==> config.mk <==
export PLATFORM = sky130hd
export DESIGN_NAME = mic_intc
export DESIGN_NICKNAME = d
export VERILOG_FILES = /design/src/mic_pkg.sv /design/src/mic_intc.sv
export SDC_FILE = /design/constraint.sdc
export NUM_CORES = 1
export LEC_CHECK = 0
export ABC_AREA = 1
export BUFFER_PORTS_ARGS = -buffer_cell sky130_fd_sc_hd__clkbuf_2
export CAP_MARGIN = 0
export CELL_PAD_IN_SITES_DETAIL_PLACEMENT = 1
export CELL_PAD_IN_SITES_GLOBAL_PLACEMENT = 2
export CORE_MARGIN = 2
export CORE_UTILIZATION = 35
export DETAILED_ROUTE_END_ITERATION = 12
export PLACE_DENSITY = 0.91
export REMOVE_ABC_BUFFERS = 1
export SYNTH_ARGS = -nofsm -noshare
export SYNTH_HDL_FRONTEND = slang
export SYNTH_SLANG_ARGS = --single-unit
==> constraint.sdc <==
create_clock -name clk -period 3.8 [get_ports clk]
set_input_delay 0.95 -clock clk [delete_from_list [all_inputs] [get_ports clk]]
set_output_delay 0.95 -clock clk [all_outputs]
set_load 0.005 [all_outputs]
==> src/mic_pkg.sv <==
/*
 * mic_pkg: constants, register map and carrier types of the interrupt controller.
 * Assumes a 32-bit Avalon-MM register port and a 13-bit program counter in the core.
 */
package mic_pkg;

	// source order is also the fixed priority, index 0 highest
	localparam int NSRC = 7;
	localparam int SRC_EXT0 = 0;
	localparam int SRC_EXT1 = 1;
	localparam int SRC_CONV = 2;
	localparam int SRC_GRP0 = 3;
	localparam int NGRP_MAX = 4;
	localparam int NMEM = 4;
	localparam int PC_W = 13;
	localparam int ADDR_W = 5;
	localparam int SIDX_W = 3;

	// register byte offsets
	localparam logic [ADDR_W-1:0] OFS_CTRL = 5'h00;
	localparam logic [ADDR_W-1:0] OFS_FLAG = 5'h04;
	localparam logic [ADDR_W-1:0] OFS_EDGE = 5'h08;
	localparam logic [ADDR_W-1:0] OFS_GRP0 = 5'h0C;
	localparam logic [ADDR_W-1:0] OFS_GRP_STEP = 5'h04;
	localparam logic [ADDR_W-1:0] OFS_GRP3 = 5'h18;
	localparam logic [ADDR_W-1:0] OFS_STAT = 5'h1C;

	// control register: per-source enables low, global enable on top
	localparam int CTRL_GIE = 7;
	localparam logic [7:0] CTRL_RST = 8'h00;
	localparam logic [6:0] FLAG_RST = 7'h00;

	// group registers: member flags high nibble, member enables low nibble
	localparam int GRP_FLAG_LO = 4;
	localparam logic [NMEM-1:0] GRP_MASK [NGRP_MAX] = '{4'hF, 4'hF, 4'hF, 4'h3};
	localparam int LV_MEM = 0;
	localparam int SS_MEM = 1;
	localparam int XP_GRP = 1;
	localparam int XP_MEM = 1;

	// edge select: two bits per pin
	localparam logic [1:0] EDGE_OFF = 2'h0;
	localparam logic [1:0] EDGE_RISE = 2'h1;
	localparam logic [1:0] EDGE_FALL = 2'h2;
	localparam logic [1:0] EDGE_BOTH = 2'h3;
	localparam logic [3:0] EDGE_RST = 4'h0;

	// status register fields
	localparam int STAT_SP_LO = 0;
	localparam int STAT_LP = 4;
	localparam int STAT_SRC_LO = 8;

	// vector addresses in priority order
	localparam logic [PC_W-1:0] VEC [NSRC] = '{13'h0004, 13'h0008, 13'h000C, 13'h0010,
		13'h0014, 13'h0018, 13'h001C};

	typedef struct packed {
		logic valid;
		logic [PC_W-1:0] addr;
	} mic_pc_load_s;

endpackage

==> src/mic_intc.sv <==
/*
 * mic_intc: interrupt controller with flags, enables, shared-vector groups,
 * external edge detection, return stack, vectoring and wake-up from low power.
 * Assumes inputs synchronous to clk, one-cycle event pulses from the peripherals,
 * and a core that raises instr_boundary when an interrupt may be inserted.
 */

// Operation
// (RULE_01) third group register: second serial flag bit 5, enable bit 1
// (RULE_02) same register: low-voltage flag bit 4, enable bit 0, reset zero
// (RULE_03) bits 7:6 and 3:2 of third group register read zero
// (RULE_04) events set flags regardless of enable; jump needs individual enable
// (RULE_05) global enable low blocks every interrupt
// (RULE_06) taking an interrupt pushes next pc, then loads vector address
// (RULE_07) return from isr pops saved pc and resumes there
// (RULE_08) servicing clears global enable automatically
// (RULE_09) requests during blocking still set and hold their flags
// (RULE_10) software re-sets global enable in isr when nesting is wanted
// (RULE_11) full stack blocks acknowledge until stack pointer drops
// (RULE_12) simultaneous enabled requests resolved by fixed priority
// (RULE_13) a newly set flag wakes from sleep; already set ones do not
// (RULE_14) each external pin sets its flag on the configured edge
// (RULE_15) edge select offers rise, fall, both, or disabled
// (RULE_16) external pin acts only while its enable is set
// (RULE_17) servicing an external pin clears its flag and global enable
// (RULE_18) group flag set by member request; enabled group calls its vector
// (RULE_19) group service clears group flag only; members cleared by software
// (RULE_20) conversion done sets its flag; call needs global and own enable
// (RULE_21) servicing conversion done clears its flag and global enable
// (RULE_22) three or four shared-vector groups depending on variant
// (RULE_23) external peripheral falling edge sets flag; service leaves it set
// (RULE_24) priority order and vectors are fixed implementation constants
module mic_intc #(
	parameter int NGRP = 4,
	parameter int STACK_DEPTH = 8
) (
	input wire logic clk,
	input wire logic rstn,
	input wire logic [mic_pkg::ADDR_W-1:0] avs_address,
	input wire logic avs_read,
	input wire logic avs_write,
	input wire logic [31:0] avs_writedata,
	input wire logic [3:0] avs_byteenable,
	output logic [31:0] avs_readdata,
	output logic avs_waitrequest,
	input wire logic [1:0] ext_int_pins,
	input wire logic ext_periph_pin,
	input wire logic conv_done_evt,
	input wire logic [mic_pkg::NGRP_MAX*mic_pkg::NMEM-1:0] member_evt,
	input wire logic instr_boundary,
	input wire logic [mic_pkg::PC_W-1:0] next_pc,
	input wire logic call_push,
	input wire logic ret_pop,
	input wire logic return_from_isr_exec,
	input wire logic sleep_enter,
	output mic_pkg::mic_pc_load_s pc_load,
	output logic int_taken,
	output logic stack_full,
	output logic wake_up
);

	localparam int SP_W = $clog2(STACK_DEPTH + 1);
	localparam logic [SP_W-1:0] SP_FULL = SP_W'(STACK_DEPTH);

	logic [7:0] ctrl;
	logic [6:0] flag;
	logic [3:0] edge_sel;
	logic [mic_pkg::NMEM-1:0] mem_flag [mic_pkg::NGRP_MAX];
	logic [mic_pkg::NMEM-1:0] mem_en [mic_pkg::NGRP_MAX];
	logic [mic_pkg::PC_W-1:0] stack [STACK_DEPTH];
	logic [SP_W-1:0] sp;
	logic [1:0] pin_prev;
	logic xp_prev;
	logic prev_ok;
	logic lp_mode;
	logic ack;
	logic [mic_pkg::SIDX_W-1:0] last_src;
	logic bus_wr;
	logic [7:0] wbyte;
	logic [6:0] src_set;
	logic [6:0] pend;
	logic take;
	logic core_free;
	logic [mic_pkg::SIDX_W-1:0] sel;
	logic [6:0] sel_onehot;
	logic [mic_pkg::NGRP_MAX*mic_pkg::NMEM-1:0] mem_set;
	logic [mic_pkg::NGRP_MAX-1:0] grp_set;
	logic [mic_pkg::NGRP_MAX*mic_pkg::NMEM-1:0] mem_rise;
	logic [mic_pkg::NGRP_MAX*mic_pkg::NMEM-1:0] mem_flag_all;
	logic [1:0] ext_edge;
	logic xp_fall;
	logic do_push;
	logic do_pop;
	logic [7:0] rd_byte;

	// bus slave: one wait cycle, write lands on the edge that ends the wait
	assign avs_waitrequest = (avs_read | avs_write) & ~ack;
	assign bus_wr = avs_write & ack & avs_byteenable[0];
	assign wbyte = avs_writedata[7:0];

	always_ff @(posedge clk)
	begin
		if (!rstn)
			ack <= 1'b0;
		else
			ack <= (avs_read | avs_write) & ~ack;
	end

	// external pins: edge detect, blanked until a first sample is held
	always_ff @(posedge clk)
	begin
		if (!rstn)
		begin
			pin_prev <= 2'h0;
			xp_prev <= 1'b1;
			prev_ok <= 1'b0;
		end
		else
		begin
			pin_prev <= ext_int_pins;
			xp_prev <= ext_periph_pin;
			prev_ok <= 1'b1;
		end
	end

	generate
		for (genvar p = 0; p < 2; p++)
		begin : g_pin
			logic rise;
			logic fall;
			logic [1:0] mode;
			assign rise = prev_ok & ~pin_prev[p] & ext_int_pins[p];
			assign fall = prev_ok & pin_prev[p] & ~ext_int_pins[p];
			assign mode = edge_sel[2*p +: 2];
			// pin is an interrupt input only while its enable is set
			assign ext_edge[p] = ctrl[mic_pkg::SRC_EXT0 + p] & // RULE_16
				(((mode == mic_pkg::EDGE_RISE) | (mode == mic_pkg::EDGE_BOTH)) & rise |
				((mode == mic_pkg::EDGE_FALL) | (mode == mic_pkg::EDGE_BOTH)) & fall); // RULE_14 RULE_15
		end
	endgenerate

	assign xp_fall = prev_ok & xp_prev & ~ext_periph_pin; // RULE_23

	// member events, with the external peripheral edge folded into its slot
	always_comb
	begin
		mem_set = member_evt;
		mem_set[mic_pkg::XP_GRP*mic_pkg::NMEM + mic_pkg::XP_MEM] = xp_fall; // RULE_23
	end

	// member flags set whatever the enable; group flag needs the member enable
	generate
		for (genvar g = 0; g < mic_pkg::NGRP_MAX; g++)
		begin : g_grp
			localparam logic [mic_pkg::NMEM-1:0] MASK = (g < NGRP) ? mic_pkg::GRP_MASK[g] : 4'h0;
			localparam logic [mic_pkg::ADDR_W-1:0] OFS = mic_pkg::ADDR_W'(
				mic_pkg::OFS_GRP0 + g * mic_pkg::OFS_GRP_STEP);
			logic [mic_pkg::NMEM-1:0] ev;
			logic hit;
			assign ev = mem_set[g*mic_pkg::NMEM +: mic_pkg::NMEM] & MASK;
			assign hit = bus_wr & (avs_address == OFS);
			assign mem_rise[g*mic_pkg::NMEM +: mic_pkg::NMEM] = ev & ~mem_flag[g];
			assign mem_flag_all[g*mic_pkg::NMEM +: mic_pkg::NMEM] = mem_flag[g];
			assign grp_set[g] = |(ev & mem_en[g]); // RULE_18 RULE_22

			always_ff @(posedge clk)
			begin
				if (!rstn)
				begin
					mem_flag[g] <= 4'h0; // RULE_02
					mem_en[g] <= 4'h0;
				end
				else
				begin
					// set wins over a software clear; unimplemented bits stay zero
					mem_flag[g] <= ((hit ? wbyte[mic_pkg::GRP_FLAG_LO +: mic_pkg::NMEM] :
						mem_flag[g]) | ev) & MASK; // RULE_01 RULE_02 RULE_03 RULE_04 RULE_19
					if (hit)
						mem_en[g] <= wbyte[mic_pkg::NMEM-1:0] & MASK; // RULE_01 RULE_02 RULE_03
				end
			end
		end
	endgenerate

	// hardware set events per top-level source
	always_comb
	begin
		src_set = 7'h00;
		src_set[mic_pkg::SRC_EXT0] = ext_edge[0];
		src_set[mic_pkg::SRC_EXT1] = ext_edge[1];
		src_set[mic_pkg::SRC_CONV] = conv_done_evt; // RULE_20
		src_set[mic_pkg::SRC_GRP0 +: mic_pkg::NGRP_MAX] = grp_set;
	end

	// fixed priority pick among enabled pending sources
	assign pend = flag & ctrl[6:0]; // RULE_04 RULE_20
	always_comb
	begin
		sel = '0;
		for (int i = mic_pkg::NSRC - 1; i >= 0; i--)
		begin
			if (pend[i])
				sel = mic_pkg::SIDX_W'(i); // RULE_12 RULE_24
		end
	end

	always_comb
	begin
		sel_onehot = 7'h00;
		sel_onehot[sel] = 1'b1;
	end

	// the core must not be mid call or return when the vector is inserted
	assign core_free = instr_boundary & ~call_push & ~ret_pop & ~return_from_isr_exec;
	assign stack_full = (sp == SP_FULL);
	assign take = ctrl[mic_pkg::CTRL_GIE] & (|pend) & ~stack_full & core_free; // RULE_05 RULE_11
	assign int_taken = take;

	// flags: software write, service clear, then hardware set wins
	always_ff @(posedge clk)
	begin
		if (!rstn)
			flag <= mic_pkg::FLAG_RST;
		else
			flag <= ((bus_wr & (avs_address == mic_pkg::OFS_FLAG)) ? wbyte[6:0] : flag) &
				~(take ? sel_onehot : 7'h00) | src_set; // RULE_09 RULE_17 RULE_19 RULE_21
	end

	// control: service clears the global enable and beats a same-edge write
	always_ff @(posedge clk)
	begin
		if (!rstn)
			ctrl <= mic_pkg::CTRL_RST;
		else
		begin
			if (bus_wr & (avs_address == mic_pkg::OFS_CTRL))
				ctrl <= wbyte;
			if (take)
				ctrl[mic_pkg::CTRL_GIE] <= 1'b0; // RULE_08 RULE_17 RULE_21
		end
	end

	always_ff @(posedge clk)
	begin
		if (!rstn)
			edge_sel <= mic_pkg::EDGE_RST;
		else if (bus_wr & (avs_address == mic_pkg::OFS_EDGE))
			edge_sel <= wbyte[3:0]; // RULE_15
	end

	// return stack; pushes beyond depth are dropped, pops of empty ignored
	assign do_push = (take | call_push) & ~stack_full;
	assign do_pop = (ret_pop | return_from_isr_exec) & (sp != '0);

	always_ff @(posedge clk)
	begin
		if (!rstn)
			sp <= '0;
		else if (do_push)
			sp <= sp + SP_W'(1); // RULE_06
		else if (do_pop)
			sp <= sp - SP_W'(1); // RULE_07 RULE_11
	end

	always_ff @(posedge clk)
	begin
		if (do_push)
			stack[sp[$clog2(STACK_DEPTH)-1:0]] <= next_pc; // RULE_06
	end

	// pc load: vector on take, saved pc on return
	always_ff @(posedge clk)
	begin
		if (!rstn)
			pc_load <= '0;
		else if (take)
		begin
			pc_load.valid <= 1'b1;
			pc_load.addr <= mic_pkg::VEC[sel]; // RULE_06 RULE_24
		end
		else if (do_pop)
		begin
			pc_load.valid <= 1'b1;
			pc_load.addr <= stack[sp[$clog2(STACK_DEPTH)-1:0] - 1'b1]; // RULE_07
		end
		else
			pc_load.valid <= 1'b0;
	end

	always_ff @(posedge clk)
	begin
		if (!rstn)
			last_src <= '0;
		else if (take)
			last_src <= sel;
	end

	// low power: only a flag going from clear to set wakes the device
	always_ff @(posedge clk)
	begin
		if (!rstn)
		begin
			lp_mode <= 1'b0;
			wake_up <= 1'b0;
		end
		else
		begin
			wake_up <= lp_mode & ((|(src_set & ~flag)) | (|mem_rise)); // RULE_13
			if (sleep_enter)
				lp_mode <= 1'b1;
			else if (wake_up)
				lp_mode <= 1'b0;
		end
	end

	// read mux, unmapped offsets read zero
	always_comb
	begin
		rd_byte = 8'h00;
		case (avs_address)
			mic_pkg::OFS_CTRL: rd_byte = ctrl;
			mic_pkg::OFS_FLAG: rd_byte = {1'b0, flag};
			mic_pkg::OFS_EDGE: rd_byte = {4'h0, edge_sel};
			mic_pkg::OFS_STAT: rd_byte = 8'(sp) | (8'(lp_mode) << mic_pkg::STAT_LP);
			default:
			begin
				for (int g = 0; g < mic_pkg::NGRP_MAX; g++)
				begin
					if (avs_address == mic_pkg::ADDR_W'(mic_pkg::OFS_GRP0 +
						g * mic_pkg::OFS_GRP_STEP))
						rd_byte = {mem_flag[g], mem_en[g]}; // RULE_03
				end
			end
		endcase
	end

	always_ff @(posedge clk)
	begin
		if (!rstn)
			avs_readdata <= 32'h0000_0000;
		else if (avs_read & ~ack)
			avs_readdata <= (avs_address == mic_pkg::OFS_STAT) ?
				{21'h0, last_src, rd_byte} : {24'h0, rd_byte};
	end
endmodule

# Word-level counts from Yosys, hierarchy flattened
# Memories as Yosys holds them, arrays and structs flattened.
# Index checks and enable logic that the tools add are counted.
# word_totals
ff_bits,79
mem_bits_rw,136
mem_bits_ro,104
inputBits,83
n_memories,4
# mem_list
memory,words,word_bits,read_ports,rd_ports_with_merged_regs,wr,line,rtl
(no name shown),8,13,1,0,0,mic_intc.sv:279,pc_load.addr <= mic_pkg::VEC[sel];
stack,8,13,1,0,1,mic_intc.sv:70,logic [mic_pkg::PC_W-1:0] stack [STACK_DEPTH];
mem_en,4,4,4,0,4,mic_intc.sv:69,logic [mic_pkg::NMEM-1:0] mem_en [mic_pkg::NGRP_MAX];
mem_flag,4,4,4,0,4,mic_intc.sv:68,logic [mic_pkg::NMEM-1:0] mem_flag [mic_pkg::NGRP_MAX];
# op_classes
n_addsub,3
magnitude_cmp,3
n_eq_ne,14
n_mux,54
bitwise_logic,89
reduce_logical,14
# op_table
operator,n
4-bit two-way mux,13
13-bit two-way mux,3
1-bit AND,36
8-bit two-way mux,4
8-bit case mux with 4 select lines,1
4-bit AND,6
7-bit AND,3
3-bit two-way mux,7
"5-bit equality test, second input constant",4
1-bit two-way mux,20
1-bit bitwise OR,18
4-bit NOT,4
16-bit OR reduction,1
4-bit OR reduction,4
14-bit two-way mux,1
7-bit two-way mux,2
7-bit NOT,2
7-bit OR reduction,2
4-bit bitwise OR,3
11-bit two-way mux,1
1-bit NOT,11
"5-bit by 4-bit equality test with 1-bit output, second input constant",2
2-bit by 4-bit AND with 4-bit output,2
"2-bit equality test, second input constant",4
20 further kinds,23

# Logic depth before layout (Yosys ltp)
# Gate-level depths: netlist (run 1).
# depth
depth_word,16
depth_mapped,20
depth_no_buf,17

# Least setup slack after synthesis (run 1)
# OpenSTA, ideal clock, no wires.
# synth_path
path_kind,register to register
from,register sp[0]
to,"memory stack[1][0] (netlist bit), enable pin"
setup_time_ns,0.382
arrival_time_ns,2.417
setup_slack_ns,1.001
path_stages_with_launch,15
n_path_buf,3
period_less_slack_ns,2.799
path_cell_list,dfxtp_1 buf_2 inv_1 buf_4 buf_2 ha_1 nand2_1 nor2_2 nor2_2 nand2_2 nand2_1 nand2_2 inv_1 nand2_1 nor2_1
# synth_via
elab_chain_cells,8
# synth_lines
item,line,rtl
"start, declared",mic_intc.sv:71,logic [SP_W-1:0] sp;
"start signal, assigned",mic_intc.sv:260,sp <= sp + SP_W'(1);
"start signal, assigned",mic_intc.sv:262,sp <= sp - SP_W'(1);
4-bit equality test (*),mic_intc.sv:215,assign stack_full = (sp == SP_FULL);
named net stack_full,mic_intc.sv:58,"output logic stack_full,"
1-bit NOT (*),"mic_intc.sv:216, mic_intc.sv:252",
1-bit AND (2 in a row),mic_intc.sv:216,assign take = ctrl[mic_pkg::CTRL_GIE] & (|pend) & ~stack_full & core_free;
1-bit bitwise OR,mic_intc.sv:252,assign do_push = (take | call_push) & ~stack_full;
1-bit AND (*),mic_intc.sv:252,
1-bit two-way mux (*),mic_intc.sv:267,if (do_push)
1-bit two-way mux (not written as such) (*),mic_intc.sv:268,stack[sp[$clog2(STACK_DEPTH)-1:0]] <= next_pc;
"end, declared",mic_intc.sv:70,
# The timed path passes the listed nets; every way through them passes the cells marked *.

# Worst setup path in the final report (run 1)
# layout_path
from,register sp[1]
to,output port int_taken
# layout_via
elab_chain_cells,4
# layout_lines
item,line,rtl
4-bit equality test,mic_intc.sv:215,
1-bit NOT,mic_intc.sv:216,
1-bit AND (2 in a row),mic_intc.sv:216,
"end, declared",mic_intc.sv:57,"output logic int_taken,"
# No other way between the ends.

==> results of run 1 <==
placed cells by master, fill, tap and decap left out, types with 2 or more instances in the layout:
cell type / n
nand2_1: 189
nor2_1: 121
edfxtp_1: 118
o21ai_0: 83
clkbuf_2: 81
inv_1: 74
dfxtp_1: 72
a21oi_1: 48
nand3_1: 45
o221ai_1: 25
conb_1: 21
clkbuf_16: 17
buf_4: 16
nand4_1: 10
o21ai_1: 9
inv_2: 8
nor2_4: 8
nor2_2: 7
o22ai_1: 7
o21ai_2: 6
ha_1: 6
inv_12: 6
clkinv_8: 5
nand2_2: 4
nand3_2: 3
a31oi_1: 3
or2_2: 3
nand3b_1: 2
o211ai_1: 2
nor3_1: 2
inv_6: 2
worst max-delay path: stages, from the launching register on:
cell	delay, ns
dfxtp_1	0.50
inv_1	0.13
ha_1	0.27
nand2_1	0.11
nor2_2	0.05
nor2_2	0.20
nand2_2	0.15
inv_2	0.30
clkbuf_2	0.18
state kept, by name (all words and copies together), names as in the netlist, 2 cells and up:
signal and cells:
pin_prev 2, edge_sel 4, sp 4, last_src 3, mem_flag 14, stack 104
ctrl 8, mem_en 14, flag 7, avs_readdata 11, pc_load 14
through the flow:
step | hold WS (ns) | setup slack, ns
4_1_cts | 0.458 | 0.520
3_5_place_dp | 0.446 | 0.613
6_report | 0.454 | 0.521
5_1_grt | 0.469 | 0.341
2_1_floorplan | 0.435 | -0.257
3_3_place_gp | 0.437 | 0.668
area by class of cell:
cell class / instances / area (sq um)
Fill cell: 2815 / 14300
Clock buffer: 17 / 425
Timing Repair Buffer: 97 / 526
Tap cell: 324 / 405
Multi-Input combinational cell: 616 / 3020
Clock inverter: 15 / 228
Sequential cell: 190 / 4980
Inverter: 82 / 308
cell families after synthesis:
logic type / Yosys count
AO/OA/AOI/OAI: 191
XOR/XNOR: 2
adder cells (fa/ha/maj): 7
buffers and inverters: 138
flip-flops: 190
other: 1
AND/OR/NAND/NOR: 395
power by group through the flow:
stage	Combinational, mW	Clock (mW)	Sequential (mW)
floorplan	0.913	0	2.57
global placement	1.51	0	2.56
detailed placement	1.58	0	2.57
CTS	1.59	1.96	2.52
global route	1.76	2.05	2.54
finish	1.56	1.93	2.52
worst max path at each step:
stage	start	endpoint	slack (ns)	cells past startpoint
final	sp[1]	int_taken	0.52	8
after detailed placement	ret_pop	sp[3]	0.61	14
after floorplan	sp[0]	stack[0][0]	-0.26	11
after CTS	sp[1]	int_taken	0.52	8
after global routing	sp[1]	int_taken	0.34	8
after global placement	ret_pop	sp[3]	0.67	14
layer usage:
| metal | vias up | part of all wire [%] | track usage (%) |
|---|---|---|---|
| met1 | 3323 | 46 | 26.2 |
| met5 | - | 0 | 0 |
| met4 | 0 | 1.1 | 5.16 |
| met3 | 22 | 3.9 | 3.36 |
| met2 | 161 | 49 | 33.5 |
| li1 | 3274 | - | - |
==> results.cfg, run 1 <==
[status]
outcome = complete, no violations

[synth]
synth_most_common_cell = nand2_1
synth-seq-cells = 190
syn-cell-area_sq_um = 8580
synthFlopType = edfxtp_1
syn_area_per_cell_sq_um = 9.29
synth-xor-area-share_pct = 0.204
synth-async-reset-ratio_pct = 0
synth_compound_area_share_pct = 13.1
ys_types = 42
synthMuxAreaShare_pct = 0
synth_edf_count = 118
synth_commonest_cells = nand2_1, nor2_1, edfxtp_1
yosysTopAreaCell = edfxtp_1
synth_fa_ha_area_share_pct = 1.11
yosysWarningCount = 0
synth_top_family_by_area = simple AND/OR/NAND/NOR gates
syn-instance-count = 924
yosysSeqAreaShare_pct = 58.1
synthSimpleGateAreaFrac_pct = 19.8
synth_top_area_share_pct = 41.3
synthTopCellsByArea = edfxtp_1, dfxtp_1, nand2_1

[sta]
fmax_mhz = 305
relSlewSlack_pct = 51.8
hold_viol_final = 0
fin_skew_ns = 0.0206
setup_viol = 0
rsz0062_at_grt = no
min_period_over_period_pct = 86.3
period_needed_ns = 3.28
tns_ns = 0
finalMaxSlewViolations = 0
worst_pin_slew_ns = 0.719

[clocking]
cts.clk_slew.worst_paths_ns = 0.08
tritoncts = yes
cts_buffers = 17
clock_latency_ns = 0.46
htreeDepth = 4
cts_resized = 0
cts_buffer_depth = 2
cts_hold_buf = 0
cts_setup_buffers = 0
cts_root_buffer = clkbuf_16
clock_sinks = 190

[place]
portBuffers = 81
hpwlAfterDp_mm = 17.1
place.gp.congestion = 0.800
place_inst = 1309
placed_area_sq_um = 9240

[power_and_ir_drop]
intPower_mw = 3.85
switching_share_pct = 36.1
vdd_drop_max_mv = 0.268
leakage_nw = 4.00
comb_power_share_pct = 26.0
pwr-share-clk_pct = 32.1
p_switching_mw = 2.17
total_power_mw = 6.02
sequentialPowerShare_pct = 41.9
power_density_nw_per_um2 = 609

[drt]
wl_mm = 24.7
dr_total_vias = 6780
dr.pass1.iters = 5
wl_per_cell_um = 18.4
postRouteAntennaNets = 0
first_iter_violations = 398
drc = 0
vias_per_cell = 5.06

[worst_hold_path]
min_path_type = register to register
hold_start = wake_up
hold_path_depth = 1
holdPathEnd = lp_mode

[flow_run]
max_cap_violations = 0

[setup_path]
rrSetupSlack_ns = 0.96
critical_path_arrival_ns = 2.33
worstPathMaxFanout = 14
endpoint_kind = output port
required_ns = 2.85
rr_endpoint = sp[3]
r2r-start = sp[1]
r2r_cells = 15
crit_path_start_kind = register
crit_type = register to output port

[die]
initial_utilization_pct = 35.5
num_io_pins = 133
die_w_um = 161
core_sq_um = 24200
dieArea_sq_um = 25800
num_rows = 57
dieHeight_um = 161

[layout]
layout-drive-gt1-share_pct = 16.9
nNetsFinal = 1094
design_area_sq_um = 9890
final_cells = 1341
final_util_pct = 40.9
syn_to_final_growth_pct = 15.2
antenna_cells = 0

[grt]
grt_max_degree = 57
antenna_found_initial = 0
globalRouteOverflowTotal = 0
grt_pass1_vias = 6928
grt_use_total_pct = 19.7
grt_pass1_wl_mm = 38.8
Note: power is estimated with default switching activity, not from simulation.
==> run 2, diff against run 1 <==
--- a/config.mk
+++ b/config.mk
@@ -6,14 +6,16 @@
 export NUM_CORES = 1
 export LEC_CHECK = 0
 export ABC_AREA = 1
-export BUFFER_PORTS_ARGS = -buffer_cell sky130_fd_sc_hd__clkbuf_2
+export BUFFER_PORTS_ARGS = -buffer_cell sky130_fd_sc_hd__buf_4
 export CAP_MARGIN = 0
 export CELL_PAD_IN_SITES_DETAIL_PLACEMENT = 1
 export CELL_PAD_IN_SITES_GLOBAL_PLACEMENT = 2
 export CORE_MARGIN = 2
 export CORE_UTILIZATION = 35
+export CTS_CLUSTER_DIAMETER = 50
 export DETAILED_ROUTE_END_ITERATION = 12
 export PLACE_DENSITY = 0.91
+export RECOVER_POWER = 50
 export REMOVE_ABC_BUFFERS = 1
 export SYNTH_ARGS = -nofsm -noshare
 export SYNTH_HDL_FRONTEND = slang
==> run 2 against run 1 <==
Net effect: the run now ends with capacitance limit, slew limit left; core utilization grew 0.54 points; maximum frequency decreased by 3.7%; critical path depth is 4 lower; sequential share of layout area down 0.66 points; largest power group unchanged; highest routed layer unchanged; sequential power is essentially flat.
==> results.cfg, run 2 (same netlist as run 1, synthesis figures left out) <==
[status]
outcome = finished, violations left
violations = capacitance limit, slew limit

[drt]
dr_total_vias = 6877
wl_mm = 24.7
drc = 0
wl_per_cell_um = 18.4
postRouteAntennaNets = 0
first_iter_violations = 516
vias_per_cell = 5.12
dr.pass1.iters = 4

[power_and_ir_drop]
leakage_nw = 3.99
intPower_mw = 3.97
pwr-share-clk_pct = 31.8
vdd_drop_max_mv = 0.332
power_density_nw_per_um2 = 603
p_switching_mw = 2.07
total_power_mw = 6.04
sequentialPowerShare_pct = 41.7
comb_power_share_pct = 26.5
switching_share_pct = 34.3

[die]
dieArea_sq_um = 25800
num_rows = 57
core_sq_um = 24200
die_w_um = 161
dieHeight_um = 161
num_io_pins = 133
initial_utilization_pct = 35.5

[worst_hold_path]
min_path_type = register to register

[clocking]
cts_setup_buffers = 0
cts_hold_buf = 0
cts_buffer_depth = 2
clock_latency_ns = 0.44
tritoncts = yes
htreeDepth = 4
cts.clk_slew.worst_paths_ns = 0.08
cts_resized = 0
cts_root_buffer = clkbuf_16
clock_sinks = 190
cts_buffers = 17

[setup_path]
crit_path_start_kind = input port
rrSetupSlack_ns = 1.04
critical_path_arrival_ns = 3.75
required_ns = 4.15
endpoint_kind = register
crit_type = input port to register
worstPathMaxFanout = 43

[sta]
worst_pin_slew_ns = 2.09
relSlewSlack_pct = -39.1
rsz0062_at_grt = no
fmax_mhz = 294
period_needed_ns = 3.40
fin_skew_ns = 0.0174
setup_viol = 0
layout_setup_ws_ns = 0.396
finalMaxSlewViolations = 44
min_period_over_period_pct = 89.6
hold_viol_final = 0
tns_ns = 0

[layout]
syn_to_final_growth_pct = 16.8
layout-drive-gt1-share_pct = 15.1
final_cell_mix = nand2_1, nor2_1, edfxtp_1
largest_reg_flops = 104
final_cells = 1342
nNetsFinal = 1095
final_util_pct = 41.5
antenna_cells = 0
layout_commonest_cell = nand2_1

[grt]
grt_max_degree = 57
grt_use_total_pct = 19.7
antenna_found_initial = 0
globalRouteOverflowTotal = 0
grt_pass1_wl_mm = 39.1
grt_pass1_vias = 7044

[place]
dp_slack_ns = 0.591
place.gp.congestion = 0.795
hpwlAfterDp_mm = 16.7
portBuffers = 81
place_inst = 1310

[flow_run]
max_cap_violations = 1
==> run 2: layout make-up <==
class | count | area (sq um)
sequential | 190 | 4980
inverter | 82 | 308
multi-input combinational | 616 | 3010
clock inverter | 14 | 215
tap | 324 | 405
timing repair buffer | 98 | 672
fill | 2841 | 14200
clock buffer | 18 | 429
==> run 2: power groups by stage <==
stage / Combinational [mW] / Clock (mW) / Sequential [mW]
2_1_floorplan: 0.913 / 0 / 2.57
3_3_place_gp: 1.58 / 0 / 2.55
3_5_place_dp: 1.63 / 0 / 2.56
4_1_cts: 1.64 / 1.95 / 2.52
5_1_grt: 1.80 / 2.04 / 2.54
6_report: 1.60 / 1.92 / 2.52
==> run 2: stage by stage <==
step           hold slack [ns]  area (sq um)
2_1_floorplan            0.435          8310
3_3_place_gp             0.449          9450
3_5_place_dp             0.458          9450
4_1_cts                  0.470         10100
5_1_grt                  0.493         10000
6_report                 0.466         10000
==> run 2: worst max-delay path, stage by stage <==
cell	delay, ns
clkbuf_1	1.46
inv_1	0.60
buf_4	0.46
nor3_1	0.25
==> run 2: worst paths after layout <==
kind,startpoint,endpoint,cells after the start
hold reg to reg,pc_load[10],pc_load[10],2
setup / recovery,rstn,ctrl[7],4
setup reg to reg,sp[1],sp[3],16
hold / removal,pc_load[10],pc_load[10],2
==> run 2: layer usage <==
layer	track usage, %	vias to the layer above	routed length, um
li1	-	3268	-
met1	26.6	3431	11500
met2	32.9	155	12000
met3	3.54	23	853
met4	4.91	0	295
met5	0	-	0
